===== src/adcrt_pkg.sv =====
// Constants, register map and types of the converter result and trigger register block
package adcrt_pkg;
  localparam logic [7:0] ADDR_RESULT_LOW  = 8'h00;
  localparam logic [7:0] ADDR_RESULT_HIGH = 8'h01;
  localparam logic [7:0] ADDR_CONTROL_B   = 8'h02;
  localparam logic [7:0] ADDR_DISABLE_0   = 8'h60;
  localparam logic [7:0] ADDR_DISABLE_1   = 8'h61;
  localparam logic [7:0] ADDR_DISABLE_2   = 8'h62;
  localparam int         CTLB_LEFT_ADJ    = 3;
  localparam int         CTLB_TRIG_MSB    = 2;
  localparam int         CTLB_TOUCH7      = 7;
  localparam int         CTLB_TOUCH6      = 6;
  localparam logic [7:0] CTLB_WR_MASK     = 8'hcf;
  localparam logic [7:0] DIS1_WR_MASK     = 8'h0f;
  localparam logic [7:0] DIS2_WR_MASK     = 8'h07;
  localparam logic [7:0] RESET_BYTE       = 8'h00;
  localparam logic [9:0] RESET_RESULT     = 10'h000;
  localparam logic [7:0] READ_UNMAPPED    = 8'h00;
  typedef enum logic [2:0] {
    TRIG_FREE_RUN   = 3'b000,
    TRIG_COMPARATOR = 3'b001,
    TRIG_EXT_INT0   = 3'b010,
    TRIG_T0_CMP_A   = 3'b011,
    TRIG_T0_OVF     = 3'b100,
    TRIG_T1_CMP_B   = 3'b101,
    TRIG_T1_OVF     = 3'b110,
    TRIG_T1_CAPTURE = 3'b111
  } adcrt_trig_t;
endpackage : adcrt_pkg


===== src/adcrt_regs.sv =====
// Result byte registers, trigger source selection and digital input disable registers
//
// Local design decision: register access over Wishbone.
`timescale 1ns/1ps
module adcrt_regs (
  input  wire logic        i_clk_sys,
  input  wire logic        i_rst_b,
  input  wire logic        i_wb_cyc,
  input  wire logic        i_wb_stb,
  input  wire logic        i_wb_we,
  input  wire logic [7:0]  i_wb_adr,
  input  wire logic [7:0]  i_wb_dat,
  input  wire logic [0:0]  i_wb_sel,
  output      logic [7:0]  o_wb_dat,
  output      logic        o_wb_ack,
  input  wire logic        i_conv_done,
  input  wire logic [9:0]  i_conv_result,
  input  wire logic        i_converter_enable,
  input  wire logic        i_auto_trigger_enable,
  input  wire logic        i_conversion_done_flag,
  input  wire logic        i_comparator_flag,
  input  wire logic        i_ext_int0_flag,
  input  wire logic        i_t0_cmp_a_flag,
  input  wire logic        i_t0_ovf_flag,
  input  wire logic        i_t1_cmp_b_flag,
  input  wire logic        i_t1_ovf_flag,
  input  wire logic        i_t1_capture_flag,
  input  wire logic [11:0] i_chan_pin_raw,
  input  wire logic [2:0]  i_aux_pin_raw,
  output      logic        o_auto_trigger_start,
  output      logic        o_result_updated,
  output      logic        o_left_adjust,
  output      logic        o_result_locked,
  output      logic [11:0] o_chan_input_off,
  output      logic [2:0]  o_aux_input_off,
  output      logic [11:0] o_chan_pin_in,
  output      logic [2:0]  o_aux_pin_in
);

  logic [9:0] result_q;
  logic       lock_q;
  logic [7:0] ctlb_q;
  logic [7:0] dis0_q;
  logic [7:0] dis1_q;
  logic [7:0] dis2_q;
  logic       trig_sel_q;
  logic       trig_sel_d;
  logic       start_q;
  logic       ack_q;
  logic [7:0] rdat_q;
  logic       acc;
  logic       wr;
  logic       rd_low;
  logic       rd_high;
  logic       wr_ctlb;
  logic       wr_dis0;
  logic       wr_dis1;
  logic       wr_dis2;
  logic       load;
  logic [7:0] res_low;
  logic [7:0] res_high;
  adcrt_pkg::adcrt_trig_t sel;

  // One-cycle answer; ack drops in the cycle after it was given
  assign acc     = i_wb_cyc && i_wb_stb && !ack_q;
  assign wr      = acc && i_wb_we && i_wb_sel[0];
  assign rd_low  = acc && !i_wb_we && (i_wb_adr == adcrt_pkg::ADDR_RESULT_LOW);
  assign rd_high = acc && !i_wb_we && (i_wb_adr == adcrt_pkg::ADDR_RESULT_HIGH);
  assign wr_ctlb = wr && (i_wb_adr == adcrt_pkg::ADDR_CONTROL_B);
  assign wr_dis0 = wr && (i_wb_adr == adcrt_pkg::ADDR_DISABLE_0);
  assign wr_dis1 = wr && (i_wb_adr == adcrt_pkg::ADDR_DISABLE_1);
  assign wr_dis2 = wr && (i_wb_adr == adcrt_pkg::ADDR_DISABLE_2);

  // Flag selected by the trigger code
  function automatic logic pick_flag(input adcrt_pkg::adcrt_trig_t code,
                                     input logic [6:0] flags);
    case (code)
      adcrt_pkg::TRIG_FREE_RUN:   pick_flag = 1'b0;
      adcrt_pkg::TRIG_COMPARATOR: pick_flag = flags[0];
      adcrt_pkg::TRIG_EXT_INT0:   pick_flag = flags[1];
      adcrt_pkg::TRIG_T0_CMP_A:   pick_flag = flags[2];
      adcrt_pkg::TRIG_T0_OVF:     pick_flag = flags[3];
      adcrt_pkg::TRIG_T1_CMP_B:   pick_flag = flags[4];
      adcrt_pkg::TRIG_T1_OVF:     pick_flag = flags[5];
      adcrt_pkg::TRIG_T1_CAPTURE: pick_flag = flags[6];
      default:                    pick_flag = 1'b0;
    endcase
  endfunction : pick_flag

  // Any address outside this set reads zero and ignores writes
  function automatic logic is_mapped(input logic [7:0] adr);
    case (adr)
      adcrt_pkg::ADDR_RESULT_LOW, adcrt_pkg::ADDR_RESULT_HIGH, adcrt_pkg::ADDR_CONTROL_B,
      adcrt_pkg::ADDR_DISABLE_0, adcrt_pkg::ADDR_DISABLE_1, adcrt_pkg::ADDR_DISABLE_2: is_mapped = 1'b1;
      default: is_mapped = 1'b0;
    endcase
  endfunction : is_mapped

  assign sel = adcrt_pkg::adcrt_trig_t'(ctlb_q[adcrt_pkg::CTLB_TRIG_MSB:0]);

  // Free running is handled by the control side re-arming on the done flag; the level
  // here is held low so selecting it never makes a rising edge
  always_comb begin
    trig_sel_d = pick_flag(sel, {i_t1_capture_flag, i_t1_ovf_flag, i_t1_cmp_b_flag,
                                 i_t0_ovf_flag, i_t0_cmp_a_flag, i_ext_int0_flag,
                                 i_comparator_flag});
  end

  // Previous level tracks the currently selected source, so a switch from a clear
  // source to a set one shows up as a rising edge
  always_ff @(posedge i_clk_sys) begin
    if (!i_rst_b) begin
      trig_sel_q <= 1'b0;
    end else begin
      trig_sel_q <= trig_sel_d;
    end
  end

  always_ff @(posedge i_clk_sys) begin
    if (!i_rst_b) begin
      start_q <= 1'b0;
    end else begin
      start_q <= i_auto_trigger_enable && i_converter_enable &&
                 trig_sel_d && !trig_sel_q;
    end
  end
  assign o_auto_trigger_start = start_q;

  // Lock takes effect on the low read; a done in the same cycle still loads
  assign load = i_conv_done && !lock_q;

  always_ff @(posedge i_clk_sys) begin
    if (!i_rst_b) begin
      result_q <= adcrt_pkg::RESET_RESULT;
    end else if (load) begin
      result_q <= i_conv_result;
    end
  end

  always_ff @(posedge i_clk_sys) begin
    if (!i_rst_b) begin
      lock_q <= 1'b0;
    end else if (rd_high) begin
      lock_q <= 1'b0;
    end else if (rd_low) begin
      lock_q <= 1'b1;
    end
  end

  // Updated pulse lines up with the new bytes being visible, for the done flag
  always_ff @(posedge i_clk_sys) begin
    if (!i_rst_b) begin
      o_result_updated <= 1'b0;
    end else begin
      o_result_updated <= load;
    end
  end

  // Presentation is combinational on the stored bit, so it follows a write at once
  always_comb begin
    if (ctlb_q[adcrt_pkg::CTLB_LEFT_ADJ]) begin
      res_high = result_q[9:2];
      res_low  = {result_q[1:0], 6'h00};
    end else begin
      res_high = {6'h00, result_q[9:8]};
      res_low  = result_q[7:0];
    end
  end

  always_ff @(posedge i_clk_sys) begin
    if (!i_rst_b) begin
      ctlb_q <= adcrt_pkg::RESET_BYTE;
    end else if (wr_ctlb) begin
      ctlb_q <= i_wb_dat & adcrt_pkg::CTLB_WR_MASK;
    end
  end

  always_ff @(posedge i_clk_sys) begin
    if (!i_rst_b) begin
      dis0_q <= adcrt_pkg::RESET_BYTE;
    end else if (wr_dis0) begin
      dis0_q <= i_wb_dat;
    end
  end

  always_ff @(posedge i_clk_sys) begin
    if (!i_rst_b) begin
      dis1_q <= adcrt_pkg::RESET_BYTE;
    end else if (wr_dis1) begin
      dis1_q <= i_wb_dat & adcrt_pkg::DIS1_WR_MASK;
    end
  end

  always_ff @(posedge i_clk_sys) begin
    if (!i_rst_b) begin
      dis2_q <= adcrt_pkg::RESET_BYTE;
    end else if (wr_dis2) begin
      dis2_q <= i_wb_dat & adcrt_pkg::DIS2_WR_MASK;
    end
  end

  // Channel n disable bit: ch4..0 at dis0[7:3], ch8..5 at dis1[3:0], ch11..9 at dis2[2:0]
  assign o_chan_input_off = {dis2_q[2:0], dis1_q[3:0], dis0_q[7:3]};
  // Aux order: [2] comparator negative, [1] comparator positive, [0] reference pin
  assign o_aux_input_off  = dis0_q[2:0];
  assign o_left_adjust    = ctlb_q[adcrt_pkg::CTLB_LEFT_ADJ];
  assign o_result_locked  = lock_q;

  // Disabled buffers read zero at the port
  assign o_chan_pin_in = i_chan_pin_raw & ~o_chan_input_off;
  assign o_aux_pin_in  = i_aux_pin_raw & ~o_aux_input_off;

  always_ff @(posedge i_clk_sys) begin
    if (!i_rst_b) begin
      ack_q <= 1'b0;
    end else begin
      ack_q <= acc;
    end
  end
  assign o_wb_ack = ack_q;

  always_ff @(posedge i_clk_sys) begin
    if (!i_rst_b) begin
      rdat_q <= adcrt_pkg::READ_UNMAPPED;
    end else if (acc && !i_wb_we) begin
      case (i_wb_adr)
        adcrt_pkg::ADDR_RESULT_LOW:  rdat_q <= res_low;
        adcrt_pkg::ADDR_RESULT_HIGH: rdat_q <= res_high;
        adcrt_pkg::ADDR_CONTROL_B:   rdat_q <= ctlb_q;
        adcrt_pkg::ADDR_DISABLE_0:   rdat_q <= dis0_q;
        adcrt_pkg::ADDR_DISABLE_1:   rdat_q <= dis1_q;
        adcrt_pkg::ADDR_DISABLE_2:   rdat_q <= dis2_q;
        default:                     rdat_q <= adcrt_pkg::READ_UNMAPPED;
      endcase
    end
  end
  assign o_wb_dat = rdat_q;

  // Helper: marks a done that arrived while the result was locked, for coverage
  logic prev_done_locked_q;
  always_ff @(posedge i_clk_sys) begin
    if (!i_rst_b) begin
      prev_done_locked_q <= 1'b0;
    end else begin
      prev_done_locked_q <= i_conv_done && lock_q;
    end
  end

  result_lock_a: assert property (@(posedge i_clk_sys) disable iff (!i_rst_b)
    lock_q && !rd_high |=> $stable(result_q))
    else $error("result changed while locked");

  result_load_a: assert property (@(posedge i_clk_sys) disable iff (!i_rst_b)
    i_conv_done && !lock_q |=> result_q == $past(i_conv_result) && o_result_updated)
    else $error("result not loaded on done");

  lock_set_a: assert property (@(posedge i_clk_sys) disable iff (!i_rst_b)
    rd_low && !rd_high |=> lock_q)
    else $error("low read did not lock");

  lock_clear_a: assert property (@(posedge i_clk_sys) disable iff (!i_rst_b)
    rd_high |=> !lock_q)
    else $error("high read did not unlock");

  right_adj_a: assert property (@(posedge i_clk_sys) disable iff (!i_rst_b)
    !o_left_adjust |-> res_high[7:2] == 6'h00 && {res_high[1:0], res_low} == result_q)
    else $error("right adjust layout wrong");

  left_adj_a: assert property (@(posedge i_clk_sys) disable iff (!i_rst_b)
    o_left_adjust |-> res_low[5:0] == 6'h00 && {res_high, res_low[7:6]} == result_q)
    else $error("left adjust layout wrong");

  adjust_now_a: assert property (@(posedge i_clk_sys) disable iff (!i_rst_b)
    $changed(o_left_adjust) && result_q[9] |-> (res_high[7] == o_left_adjust))
    else $error("adjust change not immediate");

  auto_gate_a: assert property (@(posedge i_clk_sys) disable iff (!i_rst_b)
    !i_auto_trigger_enable || !i_converter_enable |=> !o_auto_trigger_start)
    else $error("start without auto trigger");

  trig_edge_a: assert property (@(posedge i_clk_sys) disable iff (!i_rst_b)
    o_auto_trigger_start |-> $past(trig_sel_d) && !$past(trig_sel_q))
    else $error("start without rising edge");

  free_quiet_a: assert property (@(posedge i_clk_sys) disable iff (!i_rst_b)
    sel == adcrt_pkg::TRIG_FREE_RUN |=> !o_auto_trigger_start)
    else $error("free running made a trigger");

  reserved_zero_a: assert property (@(posedge i_clk_sys) disable iff (!i_rst_b)
    ctlb_q[5:4] == 2'b00 && dis1_q[7:4] == 4'h0 && dis2_q[7:3] == 5'h00)
    else $error("reserved bits not zero");

  pin_force_a: assert property (@(posedge i_clk_sys) disable iff (!i_rst_b)
    (o_chan_pin_in & o_chan_input_off) == 12'h000 && (o_aux_pin_in & o_aux_input_off) == 3'h0)
    else $error("disabled pin read nonzero");

  // Bus handshake: every request gets a one-cycle ack in the next cycle, and ack never comes without a request
  ack_answer_a: assert property (@(posedge i_clk_sys) disable iff (!i_rst_b)
    i_wb_cyc && i_wb_stb && !o_wb_ack |=> o_wb_ack)
    else $error("request not acknowledged");

  ack_pulse_a: assert property (@(posedge i_clk_sys) disable iff (!i_rst_b)
    o_wb_ack |=> !o_wb_ack)
    else $error("acknowledge held too long");

  ack_idle_a: assert property (@(posedge i_clk_sys) disable iff (!i_rst_b)
    !(i_wb_cyc && i_wb_stb) |=> !o_wb_ack)
    else $error("acknowledge without request");

  rdat_keep_a: assert property (@(posedge i_clk_sys) disable iff (!i_rst_b)
    !(acc && !i_wb_we) |=> $stable(o_wb_dat))
    else $error("read data moved without a read");

  rd_unmapped_a: assert property (@(posedge i_clk_sys) disable iff (!i_rst_b)
    acc && !i_wb_we && !is_mapped(i_wb_adr) |=> o_wb_dat == adcrt_pkg::READ_UNMAPPED)
    else $error("unmapped read not zero");

  lane_off_a: assert property (@(posedge i_clk_sys) disable iff (!i_rst_b)
    acc && i_wb_we && !i_wb_sel[0] |=>
      $stable(ctlb_q) && $stable(dis0_q) && $stable(dis1_q) && $stable(dis2_q))
    else $error("write with lane off changed a register");

  ctlb_write_a: assert property (@(posedge i_clk_sys) disable iff (!i_rst_b)
    wr_ctlb |=> ctlb_q[7:6] == $past(i_wb_dat[7:6]) && ctlb_q[3:0] == $past(i_wb_dat[3:0]) &&
      ctlb_q[5:4] == 2'b00)
    else $error("control b write wrong");

  dis0_write_a: assert property (@(posedge i_clk_sys) disable iff (!i_rst_b)
    wr_dis0 |=> dis0_q == $past(i_wb_dat))
    else $error("disable 0 write wrong");

  dis1_write_a: assert property (@(posedge i_clk_sys) disable iff (!i_rst_b)
    wr_dis1 |=> dis1_q[3:0] == $past(i_wb_dat[3:0]))
    else $error("disable 1 write wrong");

  dis2_write_a: assert property (@(posedge i_clk_sys) disable iff (!i_rst_b)
    wr_dis2 |=> dis2_q[2:0] == $past(i_wb_dat[2:0]))
    else $error("disable 2 write wrong");

  lock_hold_a: assert property (@(posedge i_clk_sys) disable iff (!i_rst_b)
    lock_q && !rd_high |=> lock_q)
    else $error("lock dropped without high read");

  result_hold_a: assert property (@(posedge i_clk_sys) disable iff (!i_rst_b)
    !i_conv_done |=> $stable(result_q))
    else $error("result changed without done");

  updated_only_a: assert property (@(posedge i_clk_sys) disable iff (!i_rst_b)
    !i_conv_done || lock_q |=> !o_result_updated)
    else $error("update pulse without load");

  low_read_a: assert property (@(posedge i_clk_sys) disable iff (!i_rst_b)
    rd_low && !o_left_adjust |=> o_wb_dat == $past(result_q[7:0]))
    else $error("right adjusted low read wrong");

  high_read_a: assert property (@(posedge i_clk_sys) disable iff (!i_rst_b)
    rd_high && o_left_adjust |=> o_wb_dat == $past(result_q[9:2]))
    else $error("left adjusted high read wrong");

  start_pulse_a: assert property (@(posedge i_clk_sys) disable iff (!i_rst_b)
    o_auto_trigger_start |=> !o_auto_trigger_start)
    else $error("start longer than one cycle");

  no_edge_a: assert property (@(posedge i_clk_sys) disable iff (!i_rst_b)
    !trig_sel_d || trig_sel_q |=> !o_auto_trigger_start)
    else $error("start without edge");

  switch_edge_a: assert property (@(posedge i_clk_sys) disable iff (!i_rst_b)
    $changed(sel) && trig_sel_d && !trig_sel_q && i_auto_trigger_enable && i_converter_enable |=>
      o_auto_trigger_start)
    else $error("switch to set source did not start");

  done_quiet_a: assert property (@(posedge i_clk_sys) disable iff (!i_rst_b)
    sel == adcrt_pkg::TRIG_FREE_RUN && i_conversion_done_flag |=> !o_auto_trigger_start)
    else $error("done flag made a trigger");

  pin_pass_a: assert property (@(posedge i_clk_sys) disable iff (!i_rst_b)
    (o_chan_pin_in | o_chan_input_off) == (i_chan_pin_raw | o_chan_input_off) &&
      (o_aux_pin_in | o_aux_input_off) == (i_aux_pin_raw | o_aux_input_off))
    else $error("enabled pin not passed through");

  cov_locked_done_c: cover property (@(posedge i_clk_sys) disable iff (!i_rst_b) prev_done_locked_q);
  cov_auto_start_c:  cover property (@(posedge i_clk_sys) disable iff (!i_rst_b) o_auto_trigger_start);
  cov_left_adj_c:    cover property (@(posedge i_clk_sys) disable iff (!i_rst_b) rd_high && o_left_adjust);
  cov_switch_c:      cover property (@(posedge i_clk_sys) disable iff (!i_rst_b)
    $changed(sel) && trig_sel_d && !trig_sel_q);
  cov_lane_off_c:    cover property (@(posedge i_clk_sys) disable iff (!i_rst_b) acc && i_wb_we && !i_wb_sel[0]);

endmodule : adcrt_regs


===== config.mk =====
export PLATFORM = sky130hd
export DESIGN_NAME = adcrt_regs
export DESIGN_NICKNAME = d
export VERILOG_FILES = /design/src/adcrt_pkg.sv /design/src/adcrt_regs.sv
export SDC_FILE = /design/constraint.sdc
export NUM_CORES = 1
export LEC_CHECK = 0
export ABC_AREA = 0
export BUFFER_PORTS_ARGS = -buffer_cell sky130_fd_sc_hd__buf_2
export CAP_MARGIN = 0
export CORE_ASPECT_RATIO = 0.75
export CORE_MARGIN = 2
export CORE_UTILIZATION = 46
export DETAILED_ROUTE_END_ITERATION = 7
export GPL_TIMING_DRIVEN = 0
export PLACE_DENSITY = 0.85
export SYNTH_ARGS = -nofsm -noshare
export SYNTH_HDL_FRONTEND = slang
export SYNTH_SLANG_ARGS = --single-unit

===== constraint.sdc =====
create_clock -name i_clk_sys -period 2.3 [get_ports i_clk_sys]
set_input_delay 0.46 -clock i_clk_sys [delete_from_list [all_inputs] [get_ports i_clk_sys]]
set_output_delay 0.46 -clock i_clk_sys [all_outputs]
set_load 0.02 [all_outputs]

==> metrics.yaml <==
run_status:
  outcome: "complete, no violations"
pwr:
  p_int_mw: 1.18
  power_density_mw_per_mm2: 549
  ir_drop_mv: 0.373
  pwr-share-seq_pct: 50.2
  p_leak_nw: 1.21
  combPwrFrac_pct: 12.7
  switchingPower_mw: 0.386
  power_frac_clock_pct: 37.0
  p_sw_share_pct: 24.6
routing:
  drt_first_pass_iters: 4
  wl_um: 6110
  drc: 0
  vias: 2247
  drt_iter0_drc: 109
  vias_per_cell: 5.59
  ant_nets: 0
  routedWlPerCell_um: 15.2
timing:
  slew-limit-headroom_pct: 26.7
  fmax_mhz: 476
  fin_ws_ns: 0.201
  fin_setup_tns_ns: 0
  worstMarginPinSlew_ns: 1.09
  fin_worst_skew_ns: 0.00397
  finalMaxSlewViolations: 0
  setup_viol: 0
  rsz0062_at_grt: "false"
  fin_crit_ns: 2.10
  fin_crit_sh_pct: 91.3
  final_hold_viol_count: 0
floorplan:
  core_area_mm2: 0.00452
  die_width_um: 83.5
  die_h_um: 63.6
  fp.dieArea_mm2: 0.00531
  rows: 21
  start_util_pct: 48.3
  ios: 101
cts:
  cts_tree: "built"
  cts_buffers: 5
  cts_resized: 0
  clk_latency_ns: 0.29
  cts-root-buf: "clkbuf_8"
  clock_sinks: 44
  hold_buffers: 0
  post_cts_buffers: 0
  clkTransAtPathRegs_ns: 0.08
  cts_max_level: 2
  cts_max_path_buffers: 2
worst_setup_path:
  critPathRequiredTime_ns: 2.49
  path_cells: "nor4bb_1, o2111a_1, a21oi_1, a311oi_1"
  critPathKind: "reg2reg"
  r2r_slack_ns: 0.20
  worst_setup_path_end_kind: "flop"
  worstPathMaxFanout: 6
  startpoint: "o_wb_ack"
  ff2ff_path_depth: 4
  cp_slowest_cell: "nor4bb_1"
  cp_slowest_stage_delay_ns: 0.92
  r2r-start: "o_wb_ack"
  worst_setup_path_start_kind: "flop"
  r2r_end: "o_wb_dat[4]"
  crit_arrival_ns: 2.29
synth:
  ys_warn_count: 0
  synth.distinct_cells: 43
  syn-cell-area_mm2: 0.00218
  async_reset_ff_share_pct: 0
  synth_edf_count: 0
  synth_cells: 238
  ys.flop_type: "dfxtp_1"
  syn_nets: 296
  seq_area_frac_synth_pct: 40.4
  syn_area_per_cell_um2: 9.16
  ys_ff_latch: 44
hold_path:
  min_path_cells: 3
  min_from: "i_conv_result[5]"
  hp-class: "in2reg"
  holdPathEnd: "result_q[5]"
finish:
  n_antenna_cell: 0
  final_common_cell: "buf_2"
  fillerInstances: 422
  layout.nets: 402
  final_layout_size_suffix_gt1_share_pct: 35.4
  ff_latch_area_um2: 881
  area_growth_pct: 30.9
  multi_input_area_mm2: 0.00126
  final_cell_mix: "buf_2 (100), dfxtp_1 (44), nor2_1 (28), nand2_1 (27), mux2i_1 (27)"
grt:
  grt_pass1_vias: 2042
  grt.overflow.total: 0
  antenna_found_initial: 0
  grt_pass1_wl_um: 9800
  grt_max_degree: 14
  grt.total_usage_pct: 23.3
place:
  portBuffers: 99
  hpwlAfterDp_um: 4770
  pre_cts_ws_ns: 0.0592
  place.gp.congestion: 0.894
job:
  maxCapViolations: 0
==> final cells by class <==
| type | count | share of cell area, % |
|---|---|---|
| multi-input cells | 183 | 44.0 |
| clock buffers | 6 | 2.54 |
| repair buffers | 99 | 17.4 |
| well taps | 57 | 2.50 |
| plain buffers | 10 | 1.36 |
| clock inverters | 2 | 1.23 |
| inverters | 1 | 0.131 |
| flip-flops and latches | 44 | 30.9 |
==> worst max-delay path by stage <==
| stage | slack, ns | endpoint |
|---|---|---|
| 5_1_grt | 0.08 | o_wb_dat[4] |
| 6_report | 0.20 | o_wb_dat[4] |
| 2_1_floorplan | 0.39 | ctlb_q[0] |
| 3_3_place_gp | 0.05 | o_wb_dat[5] |
| 4_1_cts | 0.29 | dis0_q[2] |
| 3_5_place_dp | 0.06 | dis0_q[7] |
==> synth_stat cells, types with 2 or more instances <==
cell type   n  area share (%)
a21oi_1    20             4.6
nor2b_1    17             4.9
a221oi_1    3             1.2
nor4bb_1    2            0.92
nor4b_1     2            0.80
buf_1       2            0.34
nor3_1      2            0.46
dfxtp_1    44              40
nor2_1     28             4.8
o2111a_1    2             1.0
or4_4       2             1.0
a22o_1      3             1.2
nor4_4      3             2.9
a22oi_1     4             1.4
nand3b_1    2            0.69
mux2i_1    27              12
a311oi_1    2            0.80
nand4_1     2            0.57
a2bb2oi_1   2            0.80
nand3_1     2            0.46
nand2_1    27             4.6
nor4_2      3             1.7
mux2_2      3             1.5
clkbuf_1    7             1.2
o21ai_0     9             2.1
==> layer usage <==
metal,up-vias,track usage [%],share of wire [%]
met3,8,6.29,10
li1,1087,-,-
met4,0,7.46,1.2
met1,1037,32.9,47
met2,115,34.5,42
met5,-,0,0
==> flip-flops by register name, summed over array words and instances (netlist names) <==
signal	flops
result_q	10
dis0_q	8
o_wb_dat	8
ctlb_q	6
dis1_q	4
dis2_q	3
o_auto_trigger_start	1
o_result_locked	1
o_result_updated	1
o_wb_ack	1
trig_sel_q	1
==> logic make-up (layout without fill, tap and decap cells) <==
group,count (synthesis),after routing,synth area share [%]
and+or+nand+nor,103,103,28.1
AOI/OAI and AO/OA,49,49,14.6
DFF,44,44,40.4
muxes,31,31,15.0
buffers and inverters,11,118,1.95
==> power groups by stage <==
stage	sequential (mW)	combinational, mW	clock (mW)
floorplan	0.809	0.0942	0
global placement	0.805	0.193	0
detailed placement	0.805	0.198	0
CTS	0.787	0.198	0.587
global route	0.789	0.219	0.624
finish	0.787	0.200	0.580
==> critical path: cells and delay by family, from the launching register on <==
| kind | cells | cell delay (ns) |
|---|---|---|
| flops | 1 | 0.33 |
| compound gates | 3 | 0.76 |
| simple gates | 1 | 0.92 |
==> through the flow <==
step / total power [mW] / instance area [um2] / utilization (%) / std cells / hold WS, ns
CTS: 1.57 / 2860 / 63.2 / 402 / 0.394
detailed placement: 1.00 / 2750 / 60.8 / 394 / 0.476
global route: 1.63 / 2860 / 63.2 / 402 / 0.408
global placement: 0.998 / 2750 / 60.8 / 394 / 0.465
floorplan: 0.903 / 2180 / - / 238 / 0.443
finish: 1.57 / 2860 / 63.2 / 402 / 0.396
Power figures use the tool's default switching activity.
